==> src/common/sync_serial_consts.vh <==
`ifndef SYNC_SERIAL_CONSTS_VH
`define SYNC_SERIAL_CONSTS_VH

// Register byte offsets.
`define OFS_MODE        8'h00
`define OFS_CTRL        8'h04
`define OFS_TXD         8'h08
`define OFS_RXD         8'h0c
`define OFS_INTF        8'h10
`define OFS_INTE        8'h14

// Mode register fields.
`define MODE_MASTER_BIT 0
`define MODE_LEN_LSB    8
`define MODE_LEN_MSB    11
`define LEN_RESET       4'h7

// Control register fields.
`define CTRL_EN_BIT     0
`define CTRL_SRST_BIT   1

// Interrupt flag and enable fields.
`define INT_TXE_BIT     0
`define INT_RXF_BIT     1
`define INT_TDONE_BIT   2
`define INT_OVR_BIT     3
`define INTF_BUSY_BIT   7
`define INTF_RESET      4'h1
`define INTE_RESET      4'h0
`define DATA_RESET      16'h0000

// Master serial clock: half period in pclk cycles.
`define HALF_PERIOD     8'h04

`endif

==> src/hdl/pin_sync.v <==
`timescale 1ns/10ps
`default_nettype none

module pin_sync (
	// Clock and reset.
	input  wire       pclk,
	input  wire       presetn,
	// Raw pins and their synchronised copies.
	input  wire [2:0] raw_in,
	output reg  [2:0] sync_out
);

reg [2:0] stage1_r;

// Two flops; only the second stage is read outside.
// Reset values match the idle pins (select high, data high, clock low), so no false edge follows.
always @(posedge pclk or negedge presetn) begin
	if (!presetn) begin
		stage1_r <= 3'h6;
		sync_out <= 3'h6;
	end else begin
		stage1_r <= raw_in;
		sync_out <= stage1_r;
	end
end

endmodule // pin_sync

`default_nettype wire

==> src/hdl/sync_serial_unit.v <==
// Functional notes
// - In master mode a write to the transmit buffer starts a transfer.
// - A transmit write is accepted whenever tx empty is 1, even mid-shift.
// - Transmit bits above the word length are never sent.
// - Receive buffer is readable when rx full is 1, even while receiving.
// - Receive buffer bits above the word length read as zero.
// - Writing 1 to enable or soft reset clears the receive buffer.
// - Busy bit 7 is 1 during master transfer or slave chip select low.
// - Overrun bit 3 and tx done bit 2 clear only by writing 1 or by soft reset.
// - Rx full bit 1 is read-only and clears on receive buffer read.
// - Tx empty bit 0 is read-only, resets to 1, clears on transmit write.
// - Flags read 1 once their cause occurred: overrun, done, rx full, tx empty.
// - Enable register holds four read/write enables in bits 3..0, reset 0.
// - Tx empty sets when the buffered word moves into the shift register.
// - A received word goes to the buffer, sets rx full; overrun if full.
// - Interrupt request is high while an enabled flag is set.
// - Word length is field plus one bits, reset 0x7; 0x0 is prohibited.
`timescale 1ns/10ps
`default_nettype none
`include "sync_serial_consts.vh"

module sync_serial_unit (
	// Clock and reset.
	input  wire        pclk,
	input  wire        presetn,
	// APB slave.
	input  wire        psel,
	input  wire        penable,
	input  wire        pwrite,
	input  wire [7:0]  paddr,
	input  wire [31:0] pwdata,
	output reg  [31:0] prdata,
	output reg         pready,
	output reg         pslverr,
	// Interrupt.
	output reg         irq,
	// Serial pins.
	input  wire        sclk_in,
	output reg         sclk_out,
	output reg         sclk_oe,
	input  wire        serial_in_pin,
	output reg         serial_out_pin,
	output reg         serial_out_oe,
	input  wire        chip_select_in_n
);

////////////////////////////////////////////////////////////////////////////////

function [15:0] len_mask;
	input [3:0] len;
	begin
		len_mask = 16'hffff >> (4'hf - len);
	end
endfunction

function mapped;
	input [7:0] a;
	begin
		mapped = (a == `OFS_MODE) || (a == `OFS_CTRL) || (a == `OFS_TXD) ||
			(a == `OFS_RXD) || (a == `OFS_INTF) || (a == `OFS_INTE);
	end
endfunction

////////////////////////////////////////////////////////////////////////////////

reg  [3:0]  word_length_field_r;
reg         master_r;
reg         channel_enable_r;
reg         soft_reset_bit_r;
reg  [15:0] transmit_data_buffer_r;
reg  [15:0] receive_data_buffer_r;
reg         overrun_flag_r;
reg         tx_done_flag_r;
reg         rx_full_flag_r;
reg         tx_empty_flag_r;
reg  [3:0]  interrupt_enables_r;
reg  [15:0] tx_shift_r;
reg  [15:0] rx_shift_r;
reg  [3:0]  bit_idx_r;
reg         last_bit_r;
reg         active_r;
reg  [7:0]  div_r;
reg         sclk_prev_r;
reg         cs_prev_r;
reg  [31:0] rdata_nxt;
reg         data_valid_r;

wire [2:0]  pins_sync;
wire        sclk_s   = pins_sync[0];
wire        sdi_s    = pins_sync[1];
wire        cs_n_s   = pins_sync[2];

wire        access   = psel & penable & pready;
wire        wr       = access & pwrite;
wire        rd       = access & ~pwrite;
wire        wr_mode  = wr & (paddr == `OFS_MODE);
wire        wr_ctrl  = wr & (paddr == `OFS_CTRL);
wire        wr_txd   = wr & (paddr == `OFS_TXD);
wire        wr_intf  = wr & (paddr == `OFS_INTF);
wire        wr_inte  = wr & (paddr == `OFS_INTE);
wire        rd_rxd   = rd & (paddr == `OFS_RXD);
wire        srst     = wr_ctrl & pwdata[`CTRL_SRST_BIT];
wire        en_wr1   = wr_ctrl & pwdata[`CTRL_EN_BIT];

wire        slave_sel = ~master_r & channel_enable_r & ~cs_n_s;
wire        busy      = master_r ? active_r : slave_sel;
wire        half_done = (div_r == `HALF_PERIOD - 8'h01);
wire        m_tick    = master_r & active_r & half_done;
wire        sample_ev = (m_tick & ~sclk_out) | (slave_sel & sclk_s & ~sclk_prev_r);
wire        shift_ev  = (m_tick & sclk_out) | (slave_sel & ~sclk_s & sclk_prev_r);
wire        cs_fall   = ~master_r & channel_enable_r & ~cs_n_s & cs_prev_r;
wire        m_start   = master_r & channel_enable_r & ~active_r & ~tx_empty_flag_r;
wire [15:0] rx_word   = {rx_shift_r[14:0], sdi_s} & len_mask(word_length_field_r);
wire        word_in   = sample_ev & (bit_idx_r == 4'h0);
wire        word_out  = shift_ev & last_bit_r;
wire        reload    = word_out & ~tx_empty_flag_r;
wire [3:0]  flags     = {overrun_flag_r, tx_done_flag_r, rx_full_flag_r, tx_empty_flag_r};

pin_sync u_pin_sync (
	.pclk     (pclk),
	.presetn  (presetn),
	.raw_in   ({chip_select_in_n, serial_in_pin, sclk_in}),
	.sync_out (pins_sync)
);

////////////////////////////////////////////////////////////////////////////////
// APB slave: one wait state, read data registered with pready.

always @* begin
	rdata_nxt = 32'h0000_0000;
	case (paddr)
	`OFS_MODE: begin
		rdata_nxt[`MODE_LEN_MSB:`MODE_LEN_LSB] = word_length_field_r;
		rdata_nxt[`MODE_MASTER_BIT]            = master_r;
	end
	`OFS_CTRL: begin
		rdata_nxt[`CTRL_EN_BIT]   = channel_enable_r;
		rdata_nxt[`CTRL_SRST_BIT] = soft_reset_bit_r;
	end
	`OFS_TXD:  rdata_nxt[15:0] = transmit_data_buffer_r;
	`OFS_RXD:  rdata_nxt[15:0] = receive_data_buffer_r;
	`OFS_INTF: begin
		rdata_nxt[3:0]            = flags;
		rdata_nxt[`INTF_BUSY_BIT] = busy;
	end
	`OFS_INTE: rdata_nxt[3:0] = interrupt_enables_r;
	default:   rdata_nxt = 32'h0000_0000;
	endcase
end

always @(posedge pclk or negedge presetn) begin
	if (!presetn) begin
		pready  <= 1'b0;
		pslverr <= 1'b0;
		prdata  <= 32'h0000_0000;
	end else begin
		pready  <= psel & penable & ~pready;
		pslverr <= psel & penable & ~pready & ~mapped(paddr);
		prdata  <= (psel & ~pwrite) ? rdata_nxt : 32'h0000_0000;
	end
end

////////////////////////////////////////////////////////////////////////////////
// Configuration, control and interrupt enables.

always @(posedge pclk or negedge presetn) begin
	if (!presetn) begin
		word_length_field_r <= `LEN_RESET;
		master_r            <= 1'b0;
		channel_enable_r    <= 1'b0;
		soft_reset_bit_r    <= 1'b0;
		interrupt_enables_r <= `INTE_RESET;
		transmit_data_buffer_r <= `DATA_RESET;
	end else begin
		if (wr_mode && !channel_enable_r) begin
			word_length_field_r <= pwdata[`MODE_LEN_MSB:`MODE_LEN_LSB];
			master_r            <= pwdata[`MODE_MASTER_BIT];
		end
		if (wr_ctrl)
			channel_enable_r <= pwdata[`CTRL_EN_BIT];
		soft_reset_bit_r <= srst;
		if (wr_inte)
			interrupt_enables_r <= pwdata[3:0];
		if (wr_txd)
			transmit_data_buffer_r <= pwdata[15:0];
	end
end

////////////////////////////////////////////////////////////////////////////////
// Interrupt flags; a hardware set wins over a software clear.

always @(posedge pclk or negedge presetn) begin
	if (!presetn) begin
		{overrun_flag_r, tx_done_flag_r, rx_full_flag_r, tx_empty_flag_r} <= `INTF_RESET;
	end else if (srst) begin
		{overrun_flag_r, tx_done_flag_r, rx_full_flag_r, tx_empty_flag_r} <= `INTF_RESET;
	end else begin
		if (word_in && rx_full_flag_r && !rd_rxd)
			overrun_flag_r <= 1'b1;
		else if (wr_intf && pwdata[`INT_OVR_BIT])
			overrun_flag_r <= 1'b0;
		if (word_out && tx_empty_flag_r)
			tx_done_flag_r <= 1'b1;
		else if (wr_intf && pwdata[`INT_TDONE_BIT])
			tx_done_flag_r <= 1'b0;
		if (word_in)
			rx_full_flag_r <= 1'b1;
		else if (rd_rxd)
			rx_full_flag_r <= 1'b0;
		if (m_start || reload || (cs_fall && !tx_empty_flag_r))
			tx_empty_flag_r <= 1'b1;
		else if (wr_txd)
			tx_empty_flag_r <= 1'b0;
	end
end

always @(posedge pclk or negedge presetn) begin
	if (!presetn)
		irq <= 1'b0;
	else
		irq <= |(flags & interrupt_enables_r);
end

////////////////////////////////////////////////////////////////////////////////
// Receive data buffer.

always @(posedge pclk or negedge presetn) begin
	if (!presetn)
		receive_data_buffer_r <= `DATA_RESET;
	else if (srst || en_wr1)
		receive_data_buffer_r <= `DATA_RESET;
	else if (word_in)
		receive_data_buffer_r <= rx_word;
end

////////////////////////////////////////////////////////////////////////////////
// Shift engine, mode 0, MSB first. Master drives the clock from a divider,
// slave follows the synchronised clock pin while chip select is low.

always @(posedge pclk or negedge presetn) begin
	if (!presetn) begin
		tx_shift_r  <= 16'h0000;
		rx_shift_r  <= 16'h0000;
		bit_idx_r   <= `LEN_RESET;
		last_bit_r  <= 1'b0;
		active_r    <= 1'b0;
		div_r       <= 8'h00;
		sclk_out    <= 1'b0;
		sclk_prev_r <= 1'b0;
		cs_prev_r   <= 1'b1;
	end else begin
		sclk_prev_r <= sclk_s;
		cs_prev_r   <= cs_n_s;
		if (srst || !channel_enable_r) begin
			tx_shift_r <= srst ? 16'h0000 : tx_shift_r;
			rx_shift_r <= 16'h0000;
			bit_idx_r  <= word_length_field_r;
			last_bit_r <= 1'b0;
			active_r   <= 1'b0;
			div_r      <= 8'h00;
			sclk_out   <= 1'b0;
		end else if (m_start) begin
			tx_shift_r <= transmit_data_buffer_r & len_mask(word_length_field_r);
			rx_shift_r <= 16'h0000;
			bit_idx_r  <= word_length_field_r;
			last_bit_r <= 1'b0;
			active_r   <= 1'b1;
			div_r      <= 8'h00;
			sclk_out   <= 1'b0;
		end else if (cs_fall) begin
			if (!tx_empty_flag_r)
				tx_shift_r <= transmit_data_buffer_r & len_mask(word_length_field_r);
			rx_shift_r <= 16'h0000;
			bit_idx_r  <= word_length_field_r;
			last_bit_r <= 1'b0;
		end else begin
			if (master_r && active_r) begin
				div_r <= half_done ? 8'h00 : div_r + 8'h01;
				if (half_done)
					sclk_out <= ~sclk_out;
			end
			if (sample_ev) begin
				rx_shift_r <= word_in ? 16'h0000 : {rx_shift_r[14:0], sdi_s};
				last_bit_r <= (bit_idx_r == 4'h0);
			end
			if (shift_ev) begin
				if (!last_bit_r) begin
					bit_idx_r <= bit_idx_r - 4'h1;
				end else begin
					bit_idx_r  <= word_length_field_r;
					last_bit_r <= 1'b0;
					if (reload)
						tx_shift_r <= transmit_data_buffer_r & len_mask(word_length_field_r);
					else if (master_r)
						active_r <= 1'b0;
				end
			end
		end
	end
end

////////////////////////////////////////////////////////////////////////////////
// Pin drivers.

always @(posedge pclk or negedge presetn) begin
	if (!presetn) begin
		serial_out_pin <= 1'b0;
		serial_out_oe  <= 1'b0;
		sclk_oe        <= 1'b0;
		data_valid_r   <= 1'b0;
	end else begin
		data_valid_r   <= (master_r & active_r) | slave_sel;
		serial_out_pin <= data_valid_r ? tx_shift_r[bit_idx_r] : 1'b0;
		serial_out_oe  <= (master_r & channel_enable_r) | slave_sel;
		sclk_oe        <= master_r & channel_enable_r;
	end
end

endmodule // sync_serial_unit

`default_nettype wire

==> config.mk <==
export PLATFORM = sky130hd
export DESIGN_NAME = sync_serial_unit
export DESIGN_NICKNAME = d
export VERILOG_FILES = /design/src/hdl/pin_sync.v /design/src/hdl/sync_serial_unit.v
export VERILOG_INCLUDE_DIRS = /design/src /design/src/common
export SDC_FILE = /design/constraint.sdc
export NUM_CORES = 1
export LEC_CHECK = 0
export BUFFER_PORTS_ARGS = -buffer_cell sky130_fd_sc_hd__buf_2
export CAP_MARGIN = 20
export CORE_AREA = 2 2 131 95
export CTS_BUF_LIST = sky130_fd_sc_hd__clkbuf_16
export CTS_CLUSTER_SIZE = 8
export DETAILED_ROUTE_END_ITERATION = 8
export DIE_AREA = 0 0 133 97
export GPL_ROUTABILITY_DRIVEN = 0
export GPL_TIMING_DRIVEN = 1
export HOLD_SLACK_MARGIN = 0.03
export PLACE_DENSITY = 0.75
export SLEW_MARGIN = 20
export SYNTH_ARGS = -nofsm -noshare
export SYNTH_HDL_FRONTEND = slang
export SYNTH_SLANG_ARGS = --single-unit
==> constraint.sdc <==
create_clock -name pclk -period 2.1 [get_ports pclk]
set_input_delay 0.42 -clock pclk [delete_from_list [all_inputs] [get_ports pclk]]
set_output_delay 0.42 -clock pclk [all_outputs]
set_load 0.1 [all_outputs]
==> impl_metrics.yaml <==
route:
  drc: 0
  postRouteAntennaNets: 0
  vias: 4718
  drt_pass1_iterations: 5
  avgViaCountPerCell: 5.839
  drt_iter0_markers: 382
  drt_wl_total_mm: 15.54
  wire_per_inst_um: 19.23
floorplanning:
  initial_core_util_pct: 51.22
  rows: 33
  io-pin-count: 87
  dieWidth_um: 133
  die_area_um2: 12900
  core-area_um2: 11520
  die_y_um: 97
placement:
  pre_cts_ws_ns: -0.3621
  port_buffers: 54
  dp_hpwl_mm: 10.54
power:
  vdd_drop_max_mv: 0.5932
  power_leakage_nw: 3.522
  p_total_mw: 5.573
  pwr_density_cell_nw_per_um2: 754.0
worst_setup_path:
  arrival_ns: 2.49
  timing.rr.start: "div_r[5]$_DFFE_PN0P_"
  worstSetupStartpointType: "flip-flop"
  slowest_stage: "or4_4"
  rr_worst_depth: 5
  cp_common_cell: "or4_4"
  worstSetupEndpointType: "flip-flop"
  critical_path_class: "flip-flop to flip-flop"
  r2r_slack_ns: -0.09
  cpPeakStageDelay_ns: 0.54
  required_ns: 2.41
  worstPathMaxFanout: 4
  path_cells: "or4_4, or4_4, a21o_4, and3_4, a31o_4"
  reg2reg_to: "receive_data_buffer_r[12]$_DFFE_PN0P_"
sta:
  holdWs_ns: 0.1047
  setup_violations: 14
  relSlewSlack_pct: 57.92
  slew_viol_final: 0
  finalHoldViolCount: 0
  worst_pin_slew_ns: 0.6283
  setup_ws_ns: -0.08517
  finalCritPeriodShare_pct: 104.1
  clock.fmax_mhz: 457.6
  tns_ns: -0.5440
  finalCriticalPeriod_ns: 2.185
  rsz0062_at_grt: "yes"
  finalClockSkew_ns: 0.007715
clock_tree:
  cts_buffers: 17
  root_buffer: "clkbuf_16"
  cts_tree: "done"
  clkSinkCount: 124
  path_clk_slew_ns: 0.05
  h-tree-depth: 4
  clock_latency_ns: 0.42
  clk_path_buf_depth: 2
global_route:
  grt_max_degree: 50
  grt_antenna_before_repair: 0
  grt-ovfl-total: 0
  track_usage_pct: 25.40
  grt_pass1_wl_mm: 25.43
  grt_pass1_vias: 4760
synthesis:
  synth_top_area_share_pct: 47.50
  async_flop_share_pct: 100.0
  synth_seq_cells: 124
  ys_warn_count: 0
  yosys.area.top_type: "dfrtp_1"
  synth_area_leaders: "dfrtp_1 47%, mux2_2 5.7%, dfstp_2 5.3%"
  netlist_area_um2: 5901
  synth_ff_type: "dfrtp_1"
  avgSynthCellArea_um2: 10.75
  synth.distinct_cells: 58
  synth_edf_count: 0
  yosysSeqAreaShare_pct: 52.84
  synthCells: 549
status:
  failed_checks: "setup timing"
  status: "finished with violations"
finish:
  drive_gt1_share_pct: 34.87
  nFillCells: 850
  finalNetCount: 689
  syn2layout_area_growth_pct: 25.25
  antenna_cells: 0
  post-route-util_pct: 64.16
min_path:
  hold_path_class: "input port to flip-flop"
  min_from: "chip_select_in_n"
  hold_depth: 1
  worstHoldEndpoint: "u_pin_sync.stage1_r[2]$_DFF_PN1_"
flow_run:
  cap_violations: 0
==> timing repair <==
action                                  4_1_cts  5_1_grt
pin swaps                                    12        4
endpoints found under the setup margin       49       52
endpoints found under the hold margin        26        0
buffers inserted                              1        2
hold buffers                                  1        0
gates resized for setup                      35       18
==> cell usage after synthesis, types with 11 or more instances <==
library cell,count
mux2i_1,28
nand3_1,60
clkbuf_1,23
nand4_1,11
a22oi_1,12
dfstp_2,12
o21ai_0,20
dfrtp_1,112
buf_4,17
mux2_2,30
a21oi_1,23
nor2_1,32
nand2_1,55
==> registers in the layout, indices dropped and copies added (netlist names), 3 cells and up <==
| signal | count |
|---|---|
| bit_idx_r | 4 |
| word_length_field_r | 4 |
| receive_data_buffer_r | 16 |
| rx_shift_r | 15 |
| tx_shift_r | 16 |
| div_r | 8 |
| transmit_data_buffer_r | 16 |
| u_pin_sync.stage1_r | 3 |
| interrupt_enables_r | 4 |
| u_pin_sync.sync_out | 3 |
| prdata | 16 |
==> area by class of cell <==
type / instances / area [um^2] / area share [%]
multi-input combinational: 379 / 2696 / 36.48
sequential: 124 / 3123 / 42.26
tap: 157 / 196.4 / 2.658
clock buffer: 17 / 425.4 / 5.756
timing repair buffer: 105 / 765.7 / 10.36
clock inverter: 15 / 142.6 / 1.930
inverter: 11 / 41.29 / 0.5587
==> cell usage in the layout (no fill, tap or decap), types with 4 or more instances in the layout <==
cell type | Yosys | final
dfrtp_1 | 112 | 110
nand2_1 | 55 | 55
buf_2 | 6 | 53
nand3_1 | 60 | 48
buf_4 | 17 | 41
nor2_1 | 32 | 32
mux2_2 | 30 | 30
mux2i_1 | 28 | 28
a21oi_1 | 23 | 20
clkbuf_16 | 0 | 17
conb_1 | 1 | 16
inv_1 | 10 | 15
a22oi_1 | 12 | 12
nand3_2 | 0 | 12
dfstp_2 | 12 | 12
nand4_1 | 11 | 11
o21ai_1 | 0 | 11
buf_12 | 0 | 8
mux4_2 | 6 | 6
mux2_4 | 5 | 5
nor3_1 | 5 | 5
o21ai_2 | 0 | 5
xor2_1 | 5 | 5
or2_2 | 4 | 4
o21ai_0 | 20 | 4
or4_4 | 1 | 4
clkinv_1 | 0 | 4
==> critical path, delay by kind of cell, from the launching register on <==
| kind | cells | cell delay, ns |
|---|---|---|
| AOI/OAI and AO/OA | 2 | 0.45 |
| and+or+nand+nor | 3 | 1.24 |
| DFF | 1 | 0.37 |
==> stage by stage <==
stage,cell area (um^2),instances
CTS,7311,806
global placement,6620,772
global route,7391,808
floorplan,6005,564
detailed placement,6620,772
finish,7391,808
==> kinds of logic (layout without fill, tap and decap cells) <==
logic type	after synthesis	count (layout)	synth area share, %
and+or+nand+nor	203	203	17.39
DFF	124	124	52.84
AOI/OAI and AO/OA	83	83	9.076
muxes	69	69	14.04
buffers and inverters	61	148	5.216
xor gates and xnor gates	5	5	0.7421
adders and majority gates	3	3	0.6362
other	1	16	0.06355
==> power by group <==
part           total [mW]  internal (mW)  leakage [nW]  switching [mW]
Sequential           2.42           2.41          1.67          0.0108
Clock                2.82           1.82         0.297            1.00
Combinational       0.331         0.0692          1.55           0.262
Total                5.57           4.30          3.52            1.27
==> metal layers <==
| layer | vias up | global-route usage [%] | part of all wire (%) |
|---|---|---|---|
| met5 | - | 0 | 0 |
| met2 | 226 | 37.19 | 47 |
| met3 | 34 | 7.547 | 9.0 |
| li1 | 2126 | - | - |
| met4 | 0 | 10.09 | 2.3 |
| met1 | 2332 | 35.57 | 42 |
==> worst max path at each step <==
stage,cells past startpoint,to,start,slack [ns]
5_1_grt,5,receive_data_buffer_r[12]$_DFFE_PN0P_,div_r[5]$_DFFE_PN0P_,-0.13
4_1_cts,6,receive_data_buffer_r[12]$_DFFE_PN0P_,div_r[0]$_DFFE_PN0P_,-0.07
3_3_place_gp,5,word_length_field_r[3]$_DFFE_PN0P_,paddr[0],-0.31
2_1_floorplan,5,master_r$_DFFE_PN0P_,paddr[0],-0.17
3_5_place_dp,5,master_r$_DFFE_PN0P_,paddr[0],-0.36
6_report,5,receive_data_buffer_r[12]$_DFFE_PN0P_,div_r[5]$_DFFE_PN0P_,-0.09
(Power assumes the default switching activity.)
